### src/logic/tec_consts.svh
// Offsets, field positions and reset values of the timer/event counter block.
// Assumes a byte-wide special function register port with a 4-bit address.
`ifndef TEC_CONSTS_SVH
`define TEC_CONSTS_SVH

`define TEC_ADDR_CNT_A      4'h0
`define TEC_ADDR_CTRL_A     4'h1
`define TEC_ADDR_WIDE_LOW   4'h2
`define TEC_ADDR_WIDE_HIGH  4'h3
`define TEC_ADDR_CTRL_WIDE  4'h4
`define TEC_ADDR_CNT_C      4'h5
`define TEC_ADDR_CTRL_C     4'h6
`define TEC_ADDR_CNT_D      4'h7
`define TEC_ADDR_CTRL_D     4'h8

`define TEC_MODE_HI         7
`define TEC_MODE_LO         6
`define TEC_CLK_SEL_BIT     5
`define TEC_RUN_BIT         4
`define TEC_EDGE_BIT        3
`define TEC_PSC_HI          2

`define TEC_CTRL_RESET      8'h00
`define TEC_CTRL_MASK_NARROW 8'hdf
`define TEC_CTRL_MASK_WIDE  8'hf8
`define TEC_PRELOAD_RESET   16'h0000

`define TEC_PSC_W           7
`define TEC_WIDE_DIV_MASK   7'h03

`endif

### src/logic/tec_pkg.sv
// Types shared by the timer/event counter block.
// Assumes tec_consts.svh is available on the include path.
package tec_pkg;

    // Operating mode, in the order of the two mode select bits 00..11.
    typedef enum logic [1:0] {
        TEC_IDLE,
        TEC_EVENT,
        TEC_TIMER,
        TEC_PWM
    } tec_mode_e;

endpackage

### src/logic/tec_counter.sv
// One count-up timer/event counter channel with preload and overflow reload.
// Assumes the pin input is synchronous to clk_i and tick_i is a one-cycle enable.
module tec_counter #(
    parameter int W = 8
) (
    input  wire logic              clk_i,
    input  wire logic              arst_n_i,
    input  tec_pkg::tec_mode_e     mode_i,
    input  wire logic              run_i,
    input  wire logic              edge_sel_i,
    input  wire logic              tick_i,
    input  wire logic              pdown_i,
    input  wire logic              pin_i,
    input  wire logic              load_i,
    input  wire logic [W-1:0]      load_data_i,
    output logic      [W-1:0]      count_o,
    output logic                   ovf_o,
    output logic                   run_clr_o
);

    typedef struct packed {
        logic [W-1:0] cnt;
        logic [W-1:0] pre;
        logic         pin;
        logic         meas;
        logic         ovf;
    } tec_cnt_state_s;

    tec_cnt_state_s q;
    tec_cnt_state_s d;
    logic           inc;
    logic           rise;
    logic           fall;
    logic           sel_edge;
    logic           act_edge;
    logic           ret_edge;

    always_comb begin
        d         = q;
        inc       = 1'b0;
        run_clr_o = 1'b0;
        rise      = pin_i & ~q.pin;
        fall      = ~pin_i & q.pin;
        // Edge select low counts rising edges; a pulse measure then starts on a fall.
        sel_edge  = edge_sel_i ? fall : rise;
        act_edge  = edge_sel_i ? rise : fall;
        ret_edge  = edge_sel_i ? fall : rise;
        d.pin     = pin_i;
        d.ovf     = 1'b0;
        case (mode_i)
            tec_pkg::TEC_TIMER: begin
                d.meas = 1'b0;
                inc    = run_i & tick_i & ~pdown_i;
            end
            tec_pkg::TEC_EVENT: begin
                d.meas = 1'b0;
                // Pin edges count even in power-down; the prescaler is bypassed.
                inc    = run_i & sel_edge;
            end
            tec_pkg::TEC_PWM: begin
                if (!run_i) begin
                    d.meas = 1'b0;
                end else if (!q.meas) begin
                    d.meas = act_edge;
                end else if (ret_edge) begin
                    d.meas    = 1'b0;
                    run_clr_o = 1'b1;
                end else begin
                    inc = tick_i & ~pdown_i;
                end
            end
            default: begin
                d.meas = 1'b0;
            end
        endcase
        if (inc) begin
            if (&q.cnt) begin
                d.cnt = q.pre;
                d.ovf = 1'b1;
            end else begin
                d.cnt = q.cnt + W'(1);
            end
        end
        if (load_i) begin
            d.pre = load_data_i;
            if (!run_i) begin
                d.cnt = load_data_i;
            end
        end
    end

    always_ff @(posedge clk_i or negedge arst_n_i) begin
        if (!arst_n_i) begin
            q <= '0;
        end else begin
            q <= d;
        end
    end

    assign count_o = q.cnt;
    assign ovf_o   = q.ovf;
endmodule

### src/logic/tec_top.sv
// Timer/event counter block: three 8-bit channels and one 16-bit channel behind
// a byte-wide special function register port.
// Assumes all pins and strobes are synchronous to clk_i; the interrupt enable
// bits live in an interrupt controller outside and arrive on int_en_i.
//
// How it works
// - Count steps one per clock or pin edge.
// - All-ones overflow flags, interrupts, reloads, continues.
// - Preload write while off also loads count.
// - Preload write while running waits for overflow.
// - Wide low write goes to holding buffer.
// - Wide high write loads high plus buffer.
// - Wide high read latches low count.
// - Wide low read returns latched buffer.
// - Control bits seven and six pick mode.
// - Control bit four runs or stops.
// - Control bits two to zero set narrow prescale.
// - Event mode counts pin edges, no prescaler.
// - Edge select zero rising, one falling.
// - Narrow timers count prescaled system clock.
// - Wide timer uses sub clock or sys/4.
// - Overflow interrupt passes only when enabled.
// - Event counting continues in power-down, wakes.
// - Mode bits both set mean pulse measure.
// - Pulse measure counts while active, then stops.
`include "tec_consts.svh"

module tec_top (
    input  wire logic        clk_i,
    input  wire logic        arst_n_i,
    input  wire logic [3:0]  sfr_addr_i,
    input  wire logic        sfr_wr_i,
    input  wire logic        sfr_rd_i,
    input  wire logic [7:0]  sfr_wdata_i,
    output logic      [7:0]  sfr_rdata_o,
    input  wire logic [3:0]  timer_pin_i,
    input  wire logic        sub_clock_i,
    input  wire logic        pdown_i,
    input  wire logic [3:0]  int_en_i,
    output logic      [3:0]  irq_o,
    output logic             wake_o
);

    localparam int NCH  = 4;
    localparam int WIDE = 1;

    typedef struct packed {
        logic [NCH-1:0][7:0]          ctrl;
        logic [7:0]                   low_buf;
        logic [`TEC_PSC_W-1:0]        presc;
        logic                         sub_q;
        logic [7:0]                   rdata;
    } tec_top_state_s;

    tec_top_state_s         q;
    tec_top_state_s         d;
    logic [NCH-1:0]         tick;
    logic [NCH-1:0]         load;
    logic [NCH-1:0][15:0]   load_data;
    logic [NCH-1:0][15:0]   count;
    logic [NCH-1:0]         ovf;
    logic [NCH-1:0]         run_clr;
    logic [NCH-1:0]         event_mode;

    // A prescaler ratio n gives a tick every 2**n system clocks.
    function automatic logic presc_tick(input logic [`TEC_PSC_W-1:0] cnt,
                                        input logic [2:0] sel);
        logic [7:0] m;
        m = (8'h01 << sel) - 8'h01;
        return ({1'b0, cnt} & m) == 8'h00;
    endfunction

    function automatic logic [1:0] mode_bits(input logic [7:0] c);
        return c[`TEC_MODE_HI:`TEC_MODE_LO];
    endfunction

    function automatic logic [7:0] ctrl_mask(input int ch);
        return (ch == WIDE) ? `TEC_CTRL_MASK_WIDE : `TEC_CTRL_MASK_NARROW;
    endfunction

    always_comb begin
        d         = q;
        d.presc   = q.presc + `TEC_PSC_W'(1);
        d.sub_q   = sub_clock_i;
        load      = '0;
        load_data = '0;
        for (int k = 0; k < NCH; k++) begin
            if (run_clr[k]) begin
                d.ctrl[k][`TEC_RUN_BIT] = 1'b0;
            end
        end
        for (int k = 0; k < NCH; k++) begin
            if (k == WIDE) begin
                // The wide channel has no prescaler; bit five picks its source.
                tick[k] = q.ctrl[k][`TEC_CLK_SEL_BIT] ? (sub_clock_i & ~q.sub_q)
                        : ((q.presc & `TEC_WIDE_DIV_MASK) == '0);
            end else begin
                tick[k] = presc_tick(q.presc, q.ctrl[k][`TEC_PSC_HI:0]);
            end
        end
        if (sfr_wr_i) begin
            // Software writes win over a same-cycle automatic run clear.
            if (sfr_addr_i == `TEC_ADDR_CNT_A) begin
                load[0]      = 1'b1;
                load_data[0] = {8'h00, sfr_wdata_i};
            end else if (sfr_addr_i == `TEC_ADDR_CTRL_A) begin
                d.ctrl[0] = sfr_wdata_i & ctrl_mask(0);
            end else if (sfr_addr_i == `TEC_ADDR_WIDE_LOW) begin
                d.low_buf = sfr_wdata_i;
            end else if (sfr_addr_i == `TEC_ADDR_WIDE_HIGH) begin
                load[WIDE]      = 1'b1;
                load_data[WIDE] = {sfr_wdata_i, q.low_buf};
            end else if (sfr_addr_i == `TEC_ADDR_CTRL_WIDE) begin
                d.ctrl[WIDE] = sfr_wdata_i & ctrl_mask(WIDE);
            end else if (sfr_addr_i == `TEC_ADDR_CNT_C) begin
                load[2]      = 1'b1;
                load_data[2] = {8'h00, sfr_wdata_i};
            end else if (sfr_addr_i == `TEC_ADDR_CTRL_C) begin
                d.ctrl[2] = sfr_wdata_i & ctrl_mask(2);
            end else if (sfr_addr_i == `TEC_ADDR_CNT_D) begin
                load[3]      = 1'b1;
                load_data[3] = {8'h00, sfr_wdata_i};
            end else if (sfr_addr_i == `TEC_ADDR_CTRL_D) begin
                d.ctrl[3] = sfr_wdata_i & ctrl_mask(3);
            end
        end else if (sfr_rd_i) begin
            if (sfr_addr_i == `TEC_ADDR_CNT_A) begin
                d.rdata = count[0][7:0];
            end else if (sfr_addr_i == `TEC_ADDR_CTRL_A) begin
                d.rdata = q.ctrl[0];
            end else if (sfr_addr_i == `TEC_ADDR_WIDE_LOW) begin
                d.rdata = q.low_buf;
            end else if (sfr_addr_i == `TEC_ADDR_WIDE_HIGH) begin
                d.rdata   = count[WIDE][15:8];
                d.low_buf = count[WIDE][7:0];
            end else if (sfr_addr_i == `TEC_ADDR_CTRL_WIDE) begin
                d.rdata = q.ctrl[WIDE];
            end else if (sfr_addr_i == `TEC_ADDR_CNT_C) begin
                d.rdata = count[2][7:0];
            end else if (sfr_addr_i == `TEC_ADDR_CTRL_C) begin
                d.rdata = q.ctrl[2];
            end else if (sfr_addr_i == `TEC_ADDR_CNT_D) begin
                d.rdata = count[3][7:0];
            end else if (sfr_addr_i == `TEC_ADDR_CTRL_D) begin
                d.rdata = q.ctrl[3];
            end else begin
                d.rdata = 8'h00;
            end
        end
    end

    always_ff @(posedge clk_i or negedge arst_n_i) begin
        if (!arst_n_i) begin
            q <= '0;
        end else begin
            q <= d;
        end
    end

    for (genvar k = 0; k < NCH; k++) begin : g_ch
        localparam int CW = (k == WIDE) ? 16 : 8;
        logic [CW-1:0] cnt_w;

        tec_counter #(
            .W (CW)
        ) u_cnt (
            .clk_i       (clk_i),
            .arst_n_i    (arst_n_i),
            .mode_i      (tec_pkg::tec_mode_e'(mode_bits(q.ctrl[k]))),
            .run_i       (q.ctrl[k][`TEC_RUN_BIT]),
            .edge_sel_i  (q.ctrl[k][`TEC_EDGE_BIT]),
            .tick_i      (tick[k]),
            .pdown_i     (pdown_i),
            .pin_i       (timer_pin_i[k]),
            .load_i      (load[k]),
            .load_data_i (load_data[k][CW-1:0]),
            .count_o     (cnt_w),
            .ovf_o       (ovf[k]),
            .run_clr_o   (run_clr[k])
        );

        assign count[k]      = 16'(cnt_w);
        assign event_mode[k] = mode_bits(q.ctrl[k]) == 2'b01;
    end

    assign irq_o       = ovf & int_en_i;
    assign wake_o      = pdown_i & |(irq_o & event_mode);
    assign sfr_rdata_o = q.rdata;
endmodule

### config.mk
export PLATFORM = sky130hd
export DESIGN_NAME = tec_top
export DESIGN_NICKNAME = d
export VERILOG_FILES = /design/src/logic/tec_pkg.sv /design/src/logic/tec_counter.sv /design/src/logic/tec_top.sv
export VERILOG_INCLUDE_DIRS = /design/src /design/src/logic
export SDC_FILE = /design/constraint.sdc
export NUM_CORES = 1
export LEC_CHECK = 0
export ABC_AREA = 0
export BUFFER_PORTS_ARGS = -buffer_cell sky130_fd_sc_hd__buf_4
export CORE_AREA = 3 3 118 120
export DETAILED_ROUTE_END_ITERATION = 10
export DIE_AREA = 0 0 121 123
export PLACE_DENSITY_LB_ADDON = 0.15
export SYNTH_ARGS = -nofsm -noshare
export SYNTH_HDL_FRONTEND = slang
export SYNTH_SLANG_ARGS = --single-unit
### constraint.sdc
create_clock -name clk_i -period 2.9 [get_ports clk_i]
set_input_delay 0 -clock clk_i [delete_from_list [all_inputs] [get_ports clk_i]]
set_output_delay 0 -clock clk_i [all_outputs]
set_load 0.01 [all_outputs]
==> results of run 1 <==
[cells in the mapped netlist, types with 5 or more instances]
library cell / instances
inv_1: 26
o211ai_1: 5
o22ai_1: 6
nand2b_1: 11
buf_2: 5
a211oi_1: 8
nor3b_1: 5
nand4_1: 11
o21ai_0: 60
nor3_1: 14
clkbuf_1: 38
xnor2_1: 7
buf_4: 8
dfrtp_1: 142
ha_1: 6
a2bb2oi_1: 6
mux2i_1: 32
a32oi_1: 6
a21oi_1: 37
or3_1: 6
nor2b_1: 14
nor2_1: 54
a31oi_1: 6
nand2_1: 100
or2_2: 5
and2_1: 6
mux2_2: 62
a21o_1: 9
a22oi_1: 19
nand3_1: 32
[cell type report]
cell class | instances | share of cell area [%]
multi-input cells | 605 | 45.0
flip-flops and latches | 142 | 39.4
repair buffers | 67 | 6.04
clock buffers | 24 | 5.34
well taps | 176 | 2.44
inverters | 26 | 1.08
clock inverters | 7 | 0.694
[worst min-delay path: stages]
cell       delay (ns)
buf_4            0.16
a2111oi_0        0.11
a21o_1           0.16
[routing by layer]
| layer | track usage, % | wire, um |
|---|---|---|
| met1 | 38.9 | 8970 |
| met2 | 51.0 | 10700 |
| met3 | 6.82 | 1470 |
| met4 | 14.5 | 759 |
| met5 | 0 | 0 |
[cell families (layout without fill, tap and decap cells)]
| group | Yosys count | count (layout) | share of synthesized area [%] |
|---|---|---|---|
| muxes | 97 | 97 | 13.7 |
| and+or+nand+nor | 277 | 277 | 16.7 |
| DFF | 142 | 142 | 44.7 |
| xor gates and xnor gates | 11 | 11 | 1.21 |
| buffers and inverters | 81 | 124 | 4.47 |
| adders and majority gates | 6 | 6 | 0.945 |
| AOI/OAI and AO/OA | 214 | 214 | 18.3 |
[state kept, by name (all words and copies together) (netlist names)]
register	count
g_ch.u_cnt.q	48
g_ch.u_cnt.ovf_o	4
sfr_rdata_o	8
g_ch.u_cnt.count_o	40
q	42
[where the power goes]
group	switching, mW	internal, mW	total, mW
combinational	0.725	0.724	1.45
clock	0.796	1.23	2.03
sequential	0.605	2.44	3.05
[timing repair]
item / CTS / global route
gates resized for setup: 0 / 0
endpoints found under the hold margin: 173 / 0
hold buffers: 15 / 0
endpoints found under the setup margin: 0 / 0
[cells in the final DEF, fill, tap and decap left out, drive strengths merged, types with 19 or more instances in the layout]
cell and n:
a22oi 19, inv 26, nand3 32, nand2 100, clkbuf 24, buf 52
mux2i 32, a21oi 37, dfrtp 142, nor2 55, mux2 62, o21ai 64
[per-stage QoR]
step / cells / utilization (%) / power (mW) / worst slack (ns) / area, um^2
detailed placement: 1001 / 63.6 / 4.47 / 0.431 / 8320
global placement: 1001 / 63.6 / 4.36 / 0.490 / 8320
floorplan: 828 / - / 3.92 / 0.527 / 7940
finish: 1047 / 68.9 / 6.53 / 0.387 / 9020
CTS: 1047 / 68.9 / 6.53 / 0.419 / 9020
global route: 1047 / 68.9 / 6.87 / 0.320 / 9020
[path summary, 6_finish.rpt]
kind | to | slack (ns) | cells after the start
max reg2reg | g_ch[3].u_cnt.count_o[1] | 0.39 | 7
min in group asynchronous | g_ch[2].u_cnt.q[2] | 0.32 | 2
min | sfr_rdata_o[5] | 0.04 | 3
min reg2reg | sfr_rdata_o[5] | 0.49 | 1
max in group asynchronous | g_ch[1].u_cnt.count_o[15] | 1.73 | 3
max | g_ch[3].u_cnt.count_o[1] | 0.39 | 7
==> impl_metrics.tcl, run 1 <==
set metrics [dict create \
    crit_chain "or4_4, a21o_1, a221o_1, a221oi_4, buf_4, mux2i_1, o21ai_1" \
    rsz0062_at_grt "no" \
    rows 42 \
    period_needed_ns 2.51 \
    ys_types 76 \
    cts_buffers 17 \
    ff_latch_area_mm2 0.00355 \
    die_y_um 123 \
    port-buffer-count 38 \
    slowest_delay_ns 0.60 \
    crit_family "compound AO/OA/AOI/OAI gates" \
    dieArea_mm2 0.0149 \
    clkTransAtPathRegs_ns 0.06 \
    final-setup-viol-count 0 \
    h-tree-depth 4 \
    drt_pass1_iterations 5 \
    grt_max_degree 115 \
    cap_viol_max_count 0 \
    yosysWarnings 0 \
    fmax_mhz 398 \
    syn_area_per_cell_um2 9.59 \
    core_area_mm2 0.0131 \
    area_growth_pct 13.5 \
    layout-drive-gt1-share_pct 19.3 \
    timing.final.crit_share_pct 86.6 \
    path_buf_inv 1 \
    ys_seq_area_share_pct 44.7 \
    ys_seq_elements 142 \
    critical_path_class "register to register" \
    relSlewSlack_pct 29.5 \
    cts_setup_buffers 0 \
    critical_path_arrival_ns 2.82 \
    cts_sinks 142 \
    grt_pass1_vias 6650 \
    synth_top_cell_by_area "dfrtp_1" \
    endpoint_kind "register" \
    syn_nets 860 \
    r2r_start "q[9]" \
    worstPathRequired_ns 3.21 \
    via_per_inst 6.47 \
    wirelength_um 21900 \
    cts-root-buf "clkbuf_16" \
    worstMarginPinSlew_ns 1.06 \
    holdWs_ns 0.0406 \
    num_vias 6778 \
    synthTopCellsByArea "dfrtp_1 45%, mux2_2 8.8%, nand2_1 4.7%" \
    status "completed" \
    p_per_area_mw_per_mm2 724 \
    fillCellCount 1027 \
    crit_fanout 15 \
    syn_area_mm2 0.00794 \
    grtUsageTotal_pct 30.9 \
    die_w_um 121 \
    drc 0 \
    dp_hpwl_um 14800 \
    drtIter0Drc 601 \
    ir_drop_v 0.000555 \
    tns_ns 0 \
    hold_viol_final 0 \
    critPathSlowestCell "or4_4" \
    maxSlewViolCount 0 \
    antenna_found_initial 0 \
    wire_per_inst_um 20.9 \
    p_leak_nw 3.91 \
    place_congestion 0.902 \
    synthCells 828 \
    io_pins 39 \
    multi_input_area_mm2 0.00406 \
    worstHoldStart "sfr_addr_i[3]" \
    tritoncts "done" \
    start_kind "register" \
    async_flop_share_pct 100 \
    synth-edff-count 0 \
    synth_flop_cell "dfrtp_1" \
    start_util_pct 60.7 \
    hold_class "input pin to register" \
    insertion_delay_ns 0.43 \
    cts_buffer_depth 2 \
    overflow 0 \
    synth_top_area_share_pct 44.7 \
    finClkSkew_ns 0.00990 \
    n_antenna_cell 0 \
    grt_pass1_wl_um 35100 \
    drtAntennaViolNets 0 \
    final_nets 891 \
    crit_path_start "q[9]" \
]
(Power assumes the default switching activity.)
==> run 2, diff against run 1 <==
--- a/config.mk
+++ b/config.mk
@@ -11,6 +11,7 @@
 export CORE_AREA = 3 3 118 120
 export DETAILED_ROUTE_END_ITERATION = 10
 export DIE_AREA = 0 0 121 123
+export HOLD_SLACK_MARGIN = 0.08
 export PLACE_DENSITY_LB_ADDON = 0.15
 export SYNTH_ARGS = -nofsm -noshare
 export SYNTH_HDL_FRONTEND = slang
==> impl_metrics.tcl, run 2 (same netlist as run 1, synthesis figures left out) <==
set metrics [dict create \
    r2r_slack_ns 0.40 \
    period_needed_ns 2.50 \
    comb_power_share_pct 22.2 \
    n_antenna_cell 0 \
    final-setup-viol-count 0 \
    layout-drive-gt1-share_pct 19.2 \
    via_per_inst 6.48 \
    dp_hpwl_um 14800 \
    cts_buffers 17 \
    die_y_um 123 \
    maxSlewViolCount 0 \
    crit_chain "or4_4, a21o_1, a221o_1, a221oi_4, buf_4, mux2i_1, o21ai_1" \
    rsz0062_at_grt "no" \
    start_kind "register" \
    grt_max_degree 115 \
    grt_pass1_wl_um 35200 \
    critical_path_class "register to register" \
    critical_path_arrival_ns 2.80 \
    slowest_delay_ns 0.60 \
    p_sw_share_pct 32.7 \
    port-buffer-count 38 \
    hold_viol_final 0 \
    p_leak_nw 3.91 \
    clock_power_share_pct 31.2 \
    multi_input_area_mm2 0.00406 \
    tritoncts "done" \
    p_per_area_mw_per_mm2 723 \
    h-tree-depth 4 \
    drt_pass1_iterations 5 \
    clkTransAtPathRegs_ns 0.06 \
    layout_common_cells "142 x dfrtp_1, 100 x nand2_1, 62 x mux2_2" \
    switching_power_mw 2.14 \
    drtIter0Drc 676 \
    final_nets 893 \
    num_vias 6794 \
    worstPathRequired_ns 3.21 \
    rows 42 \
    finClkSkew_ns 0.00532 \
    endpoint_kind "register" \
    p_int_mw 4.40 \
    cts-root-buf "clkbuf_16" \
    tns_ns 0 \
    p_seq_share_pct 46.6 \
    place_congestion 0.902 \
    overflow 0 \
    r2r_cells 7 \
    final_util_pct 69.1 \
    cts_buffer_depth 2 \
    relSlewSlack_pct 29.6 \
    insertion_delay_ns 0.43 \
    drtAntennaViolNets 0 \
    wirelength_um 21900 \
    cts_sinks 142 \
    grtUsageTotal_pct 30.9 \
    critPathSlowestCell "or4_4" \
    ff_latch_area_mm2 0.00355 \
    ir_drop_v 0.000558 \
    wire_per_inst_um 20.9 \
    drc 0 \
    worstMarginPinSlew_ns 1.06 \
    status "completed" \
    fillCellCount 1025 \
    antenna_found_initial 0 \
    cts_setup_buffers 0 \
    cts_resized 0 \
    hold_class "input pin to register" \
    die_w_um 121 \
    core_area_mm2 0.0131 \
    largest_reg_flops 48 \
    timing.final.crit_share_pct 86.1 \
    io_pins 39 \
    hold_path_depth 3 \
    fmax_mhz 400 \
    final_common_cell "dfrtp_1" \
    regMostFlops "g_ch.u_cnt.q" \
    start_util_pct 60.7 \
    area_growth_pct 13.8 \
    dieArea_mm2 0.0149 \
    power.total_mw 6.54 \
    cap_viol_max_count 0 \
    crit_fanout 15 \
    grt_pass1_vias 6668 \
]
run 2: power groups by stage:
stage	clock network, mW	logic, mW	registers (mW)
floorplan	0	1.10	2.82
global placement	0	1.34	3.02
detailed placement	0	1.42	3.05
CTS	2.06	1.45	3.03
global route	2.14	1.62	3.12
finish	2.04	1.45	3.05
run 2: worst max-delay path, delay by kind of cell (launching register included):
family	cells	cell delay, ns
AOI/OAI and AO/OA	4	0.83
buffers and inverters	1	0.25
DFF	1	0.46
muxes	1	0.22
and+or+nand+nor	1	0.60
run 2: final cells by class:
| class | instances | share of cell area (%) |
|---|---|---|
| Clock buffer | 24 | 5.33 |
| Clock inverter | 7 | 0.692 |
| Inverter | 26 | 1.08 |
| Multi-Input combinational cell | 605 | 44.9 |
| Sequential cell | 142 | 39.3 |
| Tap cell | 176 | 2.44 |
| Timing Repair Buffer | 69 | 6.24 |
run 2: metrics by stage:
step / instances / setup WS, ns / hold slack (ns) / cell area, um^2
after global routing: 1049 / 0.320 / 0.138 / 9040
final: 1049 / 0.402 / 0.122 / 9040
after CTS: 1049 / 0.419 / 0.115 / 9040
after global placement: 1001 / 0.490 / 0.115 / 8320
after floorplan: 828 / 0.527 / -0.296 / 7940
after detailed placement: 1001 / 0.431 / 0.120 / 8320
run 2: what timing repair did:
item / CTS / global route
hold buffers: 17 / 0
hold endpoints to repair: 210 / 0
setup endpoints to repair: 0 / 0
run 2: worst paths after layout:
path / startpoint / to
max: q[9] / g_ch[3].u_cnt.count_o[1]
min: sfr_addr_i[2] / sfr_rdata_o[5]
min reg2reg: sfr_rdata_o[5] / sfr_rdata_o[5]
max in group asynchronous: arst_n_i / g_ch[1].u_cnt.count_o[14]
max reg2reg: q[9] / g_ch[3].u_cnt.count_o[1]
min in group asynchronous: arst_n_i / g_ch[2].u_cnt.q[2]
run 2: per-layer routing:
metal / GRT usage, % / vias up / wire, um
met5: 0 / - / 0
met4: 14.5 / 0 / 803
met3: 7.09 / 67 / 1480
met2: 51.2 / 293 / 10700
met1: 38.7 / 3352 / 8960
li1: - / 3082 / -
